$ cat config.mk
export PLATFORM = sky130hd
export DESIGN_NAME = fcsu_core
export DESIGN_NICKNAME = d
export VERILOG_FILES = /design/src/rtl/fcsu_pkg.sv /design/src/rtl/fcsu_core.sv
export VERILOG_INCLUDE_DIRS = /design/src /design/src/rtl
export SDC_FILE = /design/constraint.sdc
export NUM_CORES = 1
export LEC_CHECK = 0
export BUFFER_PORTS_ARGS = -buffer_cell sky130_fd_sc_hd__buf_2
export CORE_MARGIN = 2
export CORE_UTILIZATION = 30
export CTS_CLUSTER_DIAMETER = 120
export DETAILED_ROUTE_END_ITERATION = 8
export PLACE_DENSITY = 0.5
export SYNTH_ARGS = -nofsm -noshare
export SYNTH_HDL_FRONTEND = slang
export SYNTH_SLANG_ARGS = --single-unit
$ cat constraint.sdc
create_clock -name aclk -period 5.85 [get_ports aclk]
set_input_delay 0.2925 -clock aclk [delete_from_list [all_inputs] [get_ports aclk]]
set_output_delay 0.2925 -clock aclk [all_outputs]
set_load 0.02 [all_outputs]
$ cat src/rtl/fcsu_map.svh
`ifndef FCSU_MAP_SVH
`define FCSU_MAP_SVH

// ----------------------------------------------------------------
// register byte offsets
// ----------------------------------------------------------------
`define FCSU_OFF_STATUS   8'h00
`define FCSU_OFF_CMD      8'h04
`define FCSU_OFF_DIVIDER  8'h08
`define FCSU_OFF_ADDR     8'h0c
`define FCSU_OFF_DATA     8'h10

// ----------------------------------------------------------------
// status and divider bit positions
// ----------------------------------------------------------------
`define FCSU_BIT_CBEF     7
`define FCSU_BIT_CCF      6
`define FCSU_BIT_PVIOL    5
`define FCSU_BIT_ACCERR   4
`define FCSU_BIT_BLANK    2
`define FCSU_BIT_DIV_LOADED 8

// ----------------------------------------------------------------
// command codes
// ----------------------------------------------------------------
`define FCSU_CMD_BLANK    8'h05
`define FCSU_CMD_BYTE     8'h20
`define FCSU_CMD_BURST    8'h25
`define FCSU_CMD_SECTOR   8'h40
`define FCSU_CMD_MASS     8'h41
`define FCSU_CMD_ABORT    8'h47

// ----------------------------------------------------------------
// reset values and bus answers
// ----------------------------------------------------------------
`define FCSU_RST_BYTE     8'h00
`define FCSU_RST_ADDR     16'h0000
`define FCSU_RESP_OKAY    2'b00
`define FCSU_RESP_SLVERR  2'b10

`endif

$ cat src/rtl/fcsu_pkg.sv
package fcsu_pkg;

    typedef enum logic [1:0] {
        FCSU_IDLE  = 2'b00,
        FCSU_RUN   = 2'b01,
        FCSU_RUN_Q = 2'b11
    } fcsu_eng_type;

    typedef enum logic [1:0] {
        FCSU_SEQ_NONE = 2'b00,
        FCSU_SEQ_DATA = 2'b01,
        FCSU_SEQ_CMD  = 2'b11
    } fcsu_seq_type;

    typedef struct packed {
        logic [7:0]  code;
        logic [15:0] addr;
        logic [7:0]  data;
    } fcsu_req_type;

endpackage

$ cat src/rtl/fcsu_core.sv
// Decided for this implementation: the register addresses and register access over AXI4-Lite.
`timescale 1ns/1ps
`include "fcsu_map.svh"

module fcsu_core (
    input  wire logic                 aclk,
    input  wire logic                 aresetn,
    input  wire logic [7:0]           s_axi_awaddr,
    input  wire logic                 s_axi_awvalid,
    output logic                      s_axi_awready,
    input  wire logic [31:0]          s_axi_wdata,
    input  wire logic [3:0]           s_axi_wstrb,
    input  wire logic                 s_axi_wvalid,
    output logic                      s_axi_wready,
    output logic [1:0]                s_axi_bresp,
    output logic                      s_axi_bvalid,
    input  wire logic                 s_axi_bready,
    input  wire logic [7:0]           s_axi_araddr,
    input  wire logic                 s_axi_arvalid,
    output logic                      s_axi_arready,
    output logic [31:0]               s_axi_rdata,
    output logic [1:0]                s_axi_rresp,
    output logic                      s_axi_rvalid,
    input  wire logic                 s_axi_rready,
    output logic                      array_start,
    output fcsu_pkg::fcsu_req_type    array_req,
    output logic                      array_abort,
    input  wire logic                 array_done,
    input  wire logic                 array_blank_ok,
    output logic [15:0]               staged_addr,
    input  wire logic                 target_protected,
    input  wire logic                 any_sector_protected,
    input  wire logic                 stop_mode
);
    import fcsu_pkg::*;

    // ----------------------------------------------------------------
    // state
    // ----------------------------------------------------------------
    logic         aw_full_q;
    logic         w_full_q;
    logic [7:0]   awaddr_q;
    logic [31:0]  wdata_q;
    logic [3:0]   wstrb_q;
    logic         awready_q;
    logic         wready_q;
    logic         bvalid_q;
    logic [1:0]   bresp_q;
    logic         arready_q;
    logic         rvalid_q;
    logic [31:0]  rdata_q;
    logic [1:0]   rresp_q;

    fcsu_eng_type eng_q;
    fcsu_eng_type eng_d;
    fcsu_seq_type seq_q;
    logic         cbef_q;
    logic         ccf_q;
    logic         pviol_q;
    logic         acc_q;
    logic         blank_q;
    logic [7:0]   div_q;
    logic         div_loaded_q;
    logic [7:0]   code_q;
    logic [15:0]  addr_q;
    logic [7:0]   data_q;
    logic [7:0]   run_code_q;
    fcsu_req_type pend_q;
    fcsu_req_type req_q;
    logic         start_q;
    logic         abort_q;
    logic         stop_q;

    // ----------------------------------------------------------------
    // bus decode
    // ----------------------------------------------------------------
    wire aw_take  = s_axi_awvalid & awready_q;
    wire w_take   = s_axi_wvalid & wready_q;
    wire wr_fire  = aw_full_q & w_full_q & ~bvalid_q;
    wire b_done   = bvalid_q & s_axi_bready;
    wire ar_take  = s_axi_arvalid & arready_q;
    wire r_done   = rvalid_q & s_axi_rready;

    wire [7:0] wa = {awaddr_q[7:2], 2'b00};
    wire [7:0] ra = {s_axi_araddr[7:2], 2'b00};

    wire sel_w_status = (wa == `FCSU_OFF_STATUS);
    wire sel_w_cmd    = (wa == `FCSU_OFF_CMD);
    wire sel_w_div    = (wa == `FCSU_OFF_DIVIDER);
    wire sel_w_addr   = (wa == `FCSU_OFF_ADDR);
    wire sel_w_data   = (wa == `FCSU_OFF_DATA);
    wire w_mapped     = sel_w_status | sel_w_cmd | sel_w_div | sel_w_addr | sel_w_data;

    wire sel_r_status = (ra == `FCSU_OFF_STATUS);
    wire sel_r_cmd    = (ra == `FCSU_OFF_CMD);
    wire sel_r_div    = (ra == `FCSU_OFF_DIVIDER);
    wire sel_r_addr   = (ra == `FCSU_OFF_ADDR);
    wire sel_r_data   = (ra == `FCSU_OFF_DATA);
    wire r_mapped     = sel_r_status | sel_r_cmd | sel_r_div | sel_r_addr | sel_r_data;

    wire [7:0] w_lo   = wdata_q[7:0];
    wire       lane0  = wstrb_q[0];
    wire wr_status    = wr_fire & sel_w_status & lane0;
    wire wr_cmd       = wr_fire & sel_w_cmd & lane0;
    wire wr_div       = wr_fire & sel_w_div & lane0;
    wire wr_addr_lo   = wr_fire & sel_w_addr & lane0;
    wire wr_addr_hi   = wr_fire & sel_w_addr & wstrb_q[1];
    wire wr_data      = wr_fire & sel_w_data & lane0;

    // ----------------------------------------------------------------
    // command checks
    // ----------------------------------------------------------------
    wire is_blank  = (code_q == `FCSU_CMD_BLANK);
    wire is_byte   = (code_q == `FCSU_CMD_BYTE);
    wire is_burst  = (code_q == `FCSU_CMD_BURST);
    wire is_sector = (code_q == `FCSU_CMD_SECTOR);
    wire is_mass   = (code_q == `FCSU_CMD_MASS);
    wire is_abort  = (code_q == `FCSU_CMD_ABORT);
    wire cmd_legal = is_blank | is_byte | is_burst | is_sector | is_mass | is_abort;

    wire busy      = (eng_q != FCSU_IDLE);
    wire run_burst = (run_code_q == `FCSU_CMD_BURST);
    wire run_erase = (run_code_q == `FCSU_CMD_SECTOR);
    wire done_run  = array_done & (eng_q == FCSU_RUN);
    wire done_pend = array_done & (eng_q == FCSU_RUN_Q);

    // a write-one to the launch bit only counts while the buffer has room
    wire launch    = wr_status & w_lo[`FCSU_BIT_CBEF] & cbef_q;
    wire bad_code  = ~cmd_legal;
    wire bad_seq   = (seq_q != FCSU_SEQ_CMD) | pviol_q | acc_q;
    wire bad_div   = ~is_abort & ~div_loaded_q;
    // while busy only a burst behind a burst, or an abort of a sector erase, is taken
    wire bad_queue = busy & ~(is_burst & run_burst) & ~(is_abort & run_erase);
    wire bad_any   = bad_code | bad_seq | bad_div | bad_queue;
    wire prot_hit  = (is_mass & any_sector_protected)
                   | ((is_byte | is_burst | is_sector) & target_protected);

    wire launch_acc   = launch & bad_any;
    wire launch_pviol = launch & ~bad_any & prot_hit;
    wire go           = launch & ~bad_any & ~prot_hit;
    wire go_abort     = go & busy & is_abort;
    wire go_queue     = go & busy & is_burst;
    wire start_new    = (go & ~busy) | (go_queue & done_run);
    wire queue_hold   = go_queue & ~done_run;

    // register writes that break the data, command, launch order
    wire seq_acc   = (wr_data & ~cbef_q)
                   | (wr_cmd & (~cbef_q | (seq_q != FCSU_SEQ_DATA)));
    wire stop_rise = stop_mode & ~stop_q;
    wire stop_acc  = stop_rise & busy;
    wire stop_drop = stop_acc & (eng_q == FCSU_RUN_Q);
    wire acc_set   = launch_acc | seq_acc | stop_acc;

    wire clr_pviol = wr_status & w_lo[`FCSU_BIT_PVIOL];
    wire clr_acc   = wr_status & w_lo[`FCSU_BIT_ACCERR];

    wire fcsu_req_type new_req = '{code: code_q, addr: addr_q, data: data_q};

    // ----------------------------------------------------------------
    // engine state
    // ----------------------------------------------------------------
    always_comb begin
        eng_d = eng_q;
        unique case (eng_q)
            FCSU_IDLE: begin
                if (start_new) begin
                    eng_d = FCSU_RUN;
                end
            end
            FCSU_RUN: begin
                if (done_run & ~go_queue) begin
                    eng_d = FCSU_IDLE;
                end else if (queue_hold) begin
                    eng_d = FCSU_RUN_Q;
                end
            end
            FCSU_RUN_Q: begin
                if (done_pend | stop_drop) begin
                    eng_d = FCSU_RUN;
                end
            end
            default: begin
                eng_d = FCSU_IDLE;
            end
        endcase
    end

    always_ff @(posedge aclk) begin
        if (!aresetn) begin
            eng_q <= FCSU_IDLE;
            ccf_q <= 1'b1;
        end else begin
            eng_q <= eng_d;
            ccf_q <= (eng_d == FCSU_IDLE);
        end
    end

    // launch flag falls while a burst waits and rises when it passes on
    always_ff @(posedge aclk) begin
        if (!aresetn) begin
            cbef_q <= 1'b1;
        end else if (queue_hold) begin
            cbef_q <= 1'b0;
        end else if (done_pend | stop_drop) begin
            cbef_q <= 1'b1;
        end
    end

    // ----------------------------------------------------------------
    // error and blank flags; a set in the cycle of a clear wins
    // ----------------------------------------------------------------
    always_ff @(posedge aclk) begin
        if (!aresetn) begin
            pviol_q <= 1'b0;
            acc_q   <= 1'b0;
        end else begin
            pviol_q <= launch_pviol | (pviol_q & ~clr_pviol);
            acc_q   <= acc_set | (acc_q & ~clr_acc);
        end
    end

    always_ff @(posedge aclk) begin
        if (!aresetn) begin
            blank_q <= 1'b0;
        end else if (done_run & (run_code_q == `FCSU_CMD_BLANK)) begin
            blank_q <= array_blank_ok;
        end else if (go) begin
            blank_q <= 1'b0;
        end
    end

    // ----------------------------------------------------------------
    // staged command words and write order
    // ----------------------------------------------------------------
    always_ff @(posedge aclk) begin
        if (!aresetn) begin
            seq_q <= FCSU_SEQ_NONE;
        end else if (launch | acc_set) begin
            seq_q <= FCSU_SEQ_NONE;
        end else if (wr_cmd) begin
            seq_q <= FCSU_SEQ_CMD;
        end else if (wr_data) begin
            seq_q <= FCSU_SEQ_DATA;
        end
    end

    always_ff @(posedge aclk) begin
        if (!aresetn) begin
            code_q <= `FCSU_RST_BYTE;
            data_q <= `FCSU_RST_BYTE;
            addr_q <= `FCSU_RST_ADDR;
        end else begin
            if (wr_cmd & ~seq_acc) begin
                code_q <= w_lo;
            end
            if (wr_data & ~seq_acc) begin
                data_q <= w_lo;
            end
            if (wr_addr_lo & cbef_q) begin
                addr_q[7:0] <= w_lo;
            end
            if (wr_addr_hi & cbef_q) begin
                addr_q[15:8] <= wdata_q[15:8];
            end
        end
    end

    // the divider value itself is only held and read back here; no output carries it to the array engine
    always_ff @(posedge aclk) begin
        if (!aresetn) begin
            div_q        <= `FCSU_RST_BYTE;
            div_loaded_q <= 1'b0;
        end else if (wr_div) begin
            div_q        <= w_lo;
            div_loaded_q <= 1'b1;
        end
    end

    // ----------------------------------------------------------------
    // array requests
    // ----------------------------------------------------------------
    always_ff @(posedge aclk) begin
        if (!aresetn) begin
            req_q      <= '0;
            pend_q     <= '0;
            run_code_q <= `FCSU_RST_BYTE;
            start_q    <= 1'b0;
            abort_q    <= 1'b0;
            stop_q     <= 1'b0;
        end else begin
            stop_q  <= stop_mode;
            start_q <= start_new | done_pend;
            abort_q <= go_abort;
            if (start_new) begin
                req_q      <= new_req;
                run_code_q <= code_q;
            end else if (done_pend) begin
                req_q      <= pend_q;
                run_code_q <= pend_q.code;
            end
            if (queue_hold) begin
                pend_q <= new_req;
            end
        end
    end

    // ----------------------------------------------------------------
    // axi4-lite write channel
    // ----------------------------------------------------------------
    always_ff @(posedge aclk) begin
        if (!aresetn) begin
            aw_full_q <= 1'b0;
            w_full_q  <= 1'b0;
            awready_q <= 1'b1;
            wready_q  <= 1'b1;
            awaddr_q  <= 8'h00;
            wdata_q   <= 32'h0000_0000;
            wstrb_q   <= 4'h0;
        end else begin
            if (aw_take) begin
                awaddr_q <= s_axi_awaddr;
            end
            if (w_take) begin
                wdata_q <= s_axi_wdata;
                wstrb_q <= s_axi_wstrb;
            end
            aw_full_q <= (aw_full_q & ~wr_fire) | aw_take;
            w_full_q  <= (w_full_q & ~wr_fire) | w_take;
            awready_q <= ~((aw_full_q & ~wr_fire) | aw_take);
            wready_q  <= ~((w_full_q & ~wr_fire) | w_take);
        end
    end

    always_ff @(posedge aclk) begin
        if (!aresetn) begin
            bvalid_q <= 1'b0;
            bresp_q  <= `FCSU_RESP_OKAY;
        end else if (wr_fire) begin
            bvalid_q <= 1'b1;
            bresp_q  <= w_mapped ? `FCSU_RESP_OKAY : `FCSU_RESP_SLVERR;
        end else if (b_done) begin
            bvalid_q <= 1'b0;
        end
    end

    // ----------------------------------------------------------------
    // axi4-lite read channel
    // ----------------------------------------------------------------
    wire [7:0] status_rd = {cbef_q, ccf_q, pviol_q, acc_q, 1'b0, blank_q, 2'b00};
    wire [31:0] rd_word  = sel_r_status ? {24'h00_0000, status_rd}
                         : sel_r_cmd    ? {24'h00_0000, code_q}
                         : sel_r_div    ? {23'h0, div_loaded_q, div_q}
                         : sel_r_addr   ? {16'h0000, addr_q}
                         : sel_r_data   ? {24'h00_0000, data_q}
                         : 32'h0000_0000;

    always_ff @(posedge aclk) begin
        if (!aresetn) begin
            arready_q <= 1'b1;
            rvalid_q  <= 1'b0;
            rdata_q   <= 32'h0000_0000;
            rresp_q   <= `FCSU_RESP_OKAY;
        end else if (ar_take) begin
            arready_q <= 1'b0;
            rvalid_q  <= 1'b1;
            rdata_q   <= rd_word;
            rresp_q   <= r_mapped ? `FCSU_RESP_OKAY : `FCSU_RESP_SLVERR;
        end else if (r_done) begin
            arready_q <= 1'b1;
            rvalid_q  <= 1'b0;
        end
    end

    // ----------------------------------------------------------------
    // outputs
    // ----------------------------------------------------------------
    assign s_axi_awready = awready_q;
    assign s_axi_wready  = wready_q;
    assign s_axi_bvalid  = bvalid_q;
    assign s_axi_bresp   = bresp_q;
    assign s_axi_arready = arready_q;
    assign s_axi_rvalid  = rvalid_q;
    assign s_axi_rdata   = rdata_q;
    assign s_axi_rresp   = rresp_q;
    assign array_start   = start_q;
    assign array_req     = req_q;
    assign array_abort   = abort_q;
    assign staged_addr   = addr_q;

endmodule

Yosys cells after proc, flatten, opt, wreduce, memory -nomap -nowiden:

Cells that the tools add are included.

* $add $sub $neg: 0
* multiply operators: 0
* div/mod/pow operators: 0
* order comparisons: 0
* eq/ne operators: 21
* shift operators: 0
* mux-type cells: 28
* bitwise logic cells: 109
* reductions and logical operators: 12

Operators by type and width (count)
* $mux 16: 4
* $mux 32: 2
* $and 1x1->1: 56
* $or 1x1->1: 33
* $eq 8x7->1 const B: 4
* $eq 6x2->1 const B: 4
* $eq 8x6->1 const B: 3
* $mux 8: 3
* $not 1->1: 20
* $eq 8x3->1 const B: 2
* $logic_not 8->1: 2
* $mux 2: 8
* $reduce_bool 2->1: 7
* $eq 6x1->1 const B: 2
* $eq 6x3->1 const B: 2
* $mux 1: 10
* $pmux 2 s3: 1
* $logic_not 2->1: 2
* $eq 2x1->1 const B: 1
* $eq 2x2->1 const B: 1
* $ne 2x1->1 const B: 1
* $ne 2x2->1 const B: 1
* $reduce_or 2->1: 1

* flip-flop bits (word level): 194
* latch bits: 0
* RAM bits: 0
* memory bits (read-only): 0
* input port bits: 64
* output and inout bits: 91
* logic and storage cells: 206
* memories kept: 0

Longest topological paths before layout:

* depth after elaboration: 20
* mapped depth: 8
* depth with buffers taken out: 5

Worst setup path after synthesis:

No wires, ideal clock.

* path type: register to register
* start point: reg run_code_q[7]
* end point: reg pend_q[28] (netlist bit)
* arrival time: 1.945 ns
* slack: 3.790 ns
* cell stages (with the launch flop): 8
* clock period less this slack: 2.060 ns
* cells stage by stage: dfxtp_1 or4_4 nor4_2 a211o_2 and4_1 buf_4 buf_8 and3b_1

* word-level cells in the longest chain between the ends: 12
* elaborated cells on any way between the ends: 15
* those cells by class: eq/ne: 2; bitwise: 13

RTL lines
* from (decl): RTL line fcsu_core.sv:67 `logic [7:0] run_code_q;`
* from (signal assigned): RTL line fcsu_core.sv:286 `` run_code_q <= `FCSU_RST_BYTE; ``
* from (signal assigned): RTL line fcsu_core.sv:296 `run_code_q <= code_q;`
* from (signal assigned): RTL line fcsu_core.sv:299 `run_code_q <= pend_q.code;`
* $eq 8x6->1 (no source line)
* $and 1x1->1: RTL line fcsu_core.sv:133 `wire bad_queue = busy & ~(is_burst & run_burst) & ~(is_abort & run_erase);`
* $not 1->1: RTL line fcsu_core.sv:133
* $and 1x1->1: RTL line fcsu_core.sv:133
* $and 1x1->1 *: RTL line fcsu_core.sv:133
* $or 1x1->1 *: RTL line fcsu_core.sv:134 `wire bad_any = bad_code | bad_seq | bad_div | bad_queue;`
* $not 1->1 *: RTL line fcsu_core.sv:140 `wire go = launch & ~bad_any & ~prot_hit;`
* $and 1x1->1 * (2 in series): RTL line fcsu_core.sv:140
* $and 1x1->1 * (2 in series): RTL line fcsu_core.sv:142 `wire go_queue = go & busy & is_burst;`
* $and 1x1->1 *: RTL line fcsu_core.sv:144 `wire queue_hold = go_queue & ~done_run;`
* to (signal assigned): RTL line fcsu_core.sv:302 `pend_q <= new_req;`
* to (decl): RTL line fcsu_core.sv:68 `fcsu_req_type pend_q;`

Every way passes the cells marked *; elsewhere a longest branch is shown, timed or not.
A chain may end at the register's enable or synchronous reset.

Worst setup path in the final report:

* start point: reg code_q[5]
* end point: reg pend_q[12] (netlist bit)

* word-level cells in the longest chain between the ends: 16
* elaborated cells on any way between the ends: 35
* those cells by class: eq/ne: 6; bitwise: 29

RTL lines
* from (decl): RTL line fcsu_core.sv:64 `logic [7:0] code_q;`
* from (signal assigned): RTL line fcsu_core.sv:249 `` code_q <= `FCSU_RST_BYTE; ``
* from (signal assigned): RTL line fcsu_core.sv:254 `code_q <= w_lo;`
* $eq 8x3->1 (no source line) or $eq 8x6->1 (tied branches)
* $or 1x1->1 (5 in series): RTL line fcsu_core.sv:119 `wire cmd_legal = is_blank | is_byte | is_burst | is_sector | is_mass | is_abort;`
* $not 1->1: RTL line fcsu_core.sv:129 `wire bad_code = ~cmd_legal;`
* $or 1x1->1 (3 in series): RTL line fcsu_core.sv:134
* $not 1->1: RTL line fcsu_core.sv:140
* $and 1x1->1 (2 in series): RTL line fcsu_core.sv:140
* $and 1x1->1: RTL line fcsu_core.sv:142
* $and 1x1->1 *: RTL line fcsu_core.sv:142
* $and 1x1->1 *: RTL line fcsu_core.sv:144

Marks and branches as above.

==> results.tsv <==
metric	value	unit
floorplan die height	161	um
FP Rows	57	
worst rel slew slack	42.3	%
buffers inserted during post-CTS setup optimization	0	
cell internal power dissipation	0.00183	W
worst setup path class	reg -> reg	
worst hold path startpoint	stop_mode	
Clock Sink Count	166	
ratio of total power to cell area	278	nW/um2
arrival time at the worst endpoint	2.80	ns
number of failing hold endpoints at the final stage	0	
Worst R2R Start	code_q[5]$_SDFFE_PN0P_	
critical path peak fanout	34	
number of placed I/O pins	155	
Yosys warnings	0	
Clk Tree Root Cell	clkbuf_16	
Highest Clock Rate	407	MHz
clock tree from TritonCTS	done	
area added between synthesis and finish	17.9	%
top post-synthesis cells by count	dfxtp_1 (166), nand2_1 (157), mux2i_1 (89)	
antenna violations before repair	0	
start point of the critical path	code_q[5]$_SDFFE_PN0P_	
CTS clk-pin slew, worst paths	0.06	ns
category of the worst setup path capture point	flop	
# fillers	2488	
buffers added on ports	114	
depth of the worst register-to-register path	6	
count of hold-fix buffers inserted at cts	0	
Clk pwr share	46.7	%
sequential group share of total power	48.3	%
total of flip-flops plus latches after synthesis	166	
period utilization	42.0	%
reg-to-reg setup timing slack	3.39	ns
Detail Placement HPWL	13300	um
number of global-route vias before repair	5328	
post_cts resized	0	
Netlist Area Pre-Place	7370	um2
Reg-to-Reg End	pend_q[12]$_SDFFE_PN0P_	
summed area of non-filler cells in the final layout	8680	um2
top_reg_cell synth	dfxtp_1	
fin nets	939	
top cell type by total area after synthesis	dfxtp_1	
Die Span X	161	um
clk_skew	0.0106	ns
antenna violation net count after detailed routing	0	
gpl congestion	0.766	
detailed-route wire length per cell	15.9	um
outcome	finished, final reports clean	
Setup violations, final	0	
via count	5642	
cells taking the most area after synthesis	dfxtp_1 (45%), mux2i_1 (12%), nand2_1 (8.0%), mux2_2 (4.9%), nor2b_1 (4.0%)	
switching share of power	24.1	%
number of distinct library cells after synthesis	62	
global-route wire length before repair	30000	um
Core Region	24200	um2
final WL	19300	um
nature of the critical path startpoint	flop	
grt total ovfl	0	
area enclosed by the die boundary	25800	um2
number of buffers added by the clock tree synthesis step	17	
clock latency reported for the late side of the worst-skew pair	0.43	ns
detailed router's first-iteration violation count	287	
largest net degree at the start of global routing	93	
diode count	0	
Remaining DRCs	0	
library cell with the highest instance count after synthesis	dfxtp_1	
setup total negative slack	0	ns
cell count after synthesis	787	
proportion of synthesized flip-flops having asynchronous set or reset	0	%
Min Clock Period, post-route	2.46	ns
Crit path required time	6.20	ns
share of the synthesized area in the top cell type	45.1	%
static power due to leakage	3.70	nW
aggregate global-route resource usage	14.8	%
maximum VDD drop	0.142	mV
cell area after placement	8090	um2
part of the power in combinational logic	5.0	%
clock buffer depth	2	
count of flip-flops with a built-in enable after synthesis	0	
net switching component of the power	0.000581	W
fraction of final layout cells with drive strength greater than 1	22.1	%
total count of max-transition violations in the final report	0	
max-capacitance violation count	0	
setup repair after global routing missed its margin	no	
hold path depth	2	
worst hold-check path type	in -> reg	
transition time of the tightest slew-check pin	0.866	ns
depth of the CTS H-tree	4	
sequential area share after synthesis	45.1	%
WHS Endpoint	stop_q$_SDFF_PN0_	
effective utilization at floorplan	30.5	%
synthesized area per cell	9.36	um2
ratio of routed vias to standard cells	4.66	
DRT Pass-1 Iters	5	
[cells in the final DEF (no fill, tap or decap), types with 3 or more instances in the layout]
| cell type | instances |
|---|---|
| nand2_1 | 157 |
| a221oi_1 | 3 |
| mux2_2 | 32 |
| a21boi_0 | 38 |
| nand3_1 | 16 |
| buf_4 | 9 |
| nor4_1 | 3 |
| dfxtp_1 | 166 |
| inv_1 | 8 |
| buf_2 | 113 |
| a222oi_1 | 3 |
| and4b_1 | 3 |
| o21ai_0 | 23 |
| nor4bb_1 | 4 |
| clkbuf_16 | 17 |
| conb_1 | 18 |
| nor3b_1 | 5 |
| a41o_1 | 4 |
| a22oi_1 | 7 |
| a22o_1 | 3 |
| nor2b_1 | 47 |
| and4_1 | 4 |
| mux2i_1 | 89 |
| a21oi_1 | 10 |
| and3_1 | 4 |
| and2_1 | 4 |
| o21a_1 | 5 |
| nor3_1 | 8 |
| nor2_1 | 18 |
| and3b_1 | 6 |
| a31oi_1 | 3 |
| nand2b_1 | 4 |
| clkinv_4 | 6 |
| nand4_1 | 6 |
[layer usage]
| metal | up-vias | share of wire [%] | GRT usage (%) |
|---|---|---|---|
| met4 | 0 | 0.93 | 3.98 |
| met2 | 105 | 45 | 22.9 |
| met5 | - | 0 | 0 |
| li1 | 2870 | - | - |
| met3 | 10 | 4.6 | 3.95 |
| met1 | 2657 | 50 | 20.5 |
[through the flow]
step	worst slack [ns]	utilization [%]	total power [W]	hold slack, ns	std cells
global placement	3.40	33.5	0.00131	0.444	1180
detailed placement	3.37	33.5	0.00131	0.446	1180
floorplan	3.79	-	0.00128	0.414	804
finish	3.39	35.9	0.00242	0.0837	1212
global route	3.22	35.9	0.00252	0.0620	1212
CTS	3.37	35.9	0.00245	0.0631	1212
[kinds of logic (layout without fill, tap and decap cells)]
kind of cell,after synthesis,count (layout),share of synthesized area (%)
simple gates,305,305,21.1
mux,121,121,17.0
other cells,1,18,0.0509
compound gates,115,115,11.1
flops,166,166,45.1
xor+xnor,1,1,0.119
buf+inv,78,162,5.54
[critical path, stage by stage (launching register included)]
cell and delay, ns:
dfxtp_1 0.52, or3b_1 0.38, a211oi_1 0.26, o211a_2 0.28, and4_1 0.18, buf_4 0.45
mux2i_1 0.26
[power by group through the flow]
stage | Sequential, W | Combinational, W | Clock, W
after floorplan | 0.00119 | 0.0000851 | 0
after global placement | 0.00119 | 0.000121 | 0
after detailed placement | 0.00119 | 0.000121 | 0
final | 0.00117 | 0.000120 | 0.00113
after global routing | 0.00117 | 0.000133 | 0.00122
after CTS | 0.00117 | 0.000122 | 0.00116
[how the worst max path moves through the flow]
stage | end | slack [ns] | cells past startpoint
floorplan | pend_q[28]$_SDFFE_PN0P_ | 3.79 | 7
global placement | pend_q[31]$_SDFFE_PN0P_ | 3.40 | 6
detailed placement | pend_q[25]$_SDFFE_PN0P_ | 3.37 | 6
CTS | pend_q[12]$_SDFFE_PN0P_ | 3.37 | 6
global route | pend_q[12]$_SDFFE_PN0P_ | 3.22 | 6
finish | pend_q[12]$_SDFFE_PN0P_ | 3.39 | 6
[layout make-up]
class                   count  area [um2]  area share, %
well taps                 324         405           4.67
multi-input cells         560        3700           42.6
repair buffers            122         633           7.29
inverters                   8        30.0          0.346
flip-flops and latches    166        3320           38.3
clock inverters            13         150           1.73
clock buffers              19         443           5.10
[flip-flops by register name, indices dropped and copies added (netlist names), 2 cells and up]
register     flops
array_req       24
awaddr_q         6
code_q           8
data_q           8
div_q            8
eng_q            2
pend_q          32
run_code_q       8
s_axi_rdata     16
seq_q            2
staged_addr     16
wdata_q         16
wstrb_q          2
(Power assumes the default switching activity.)
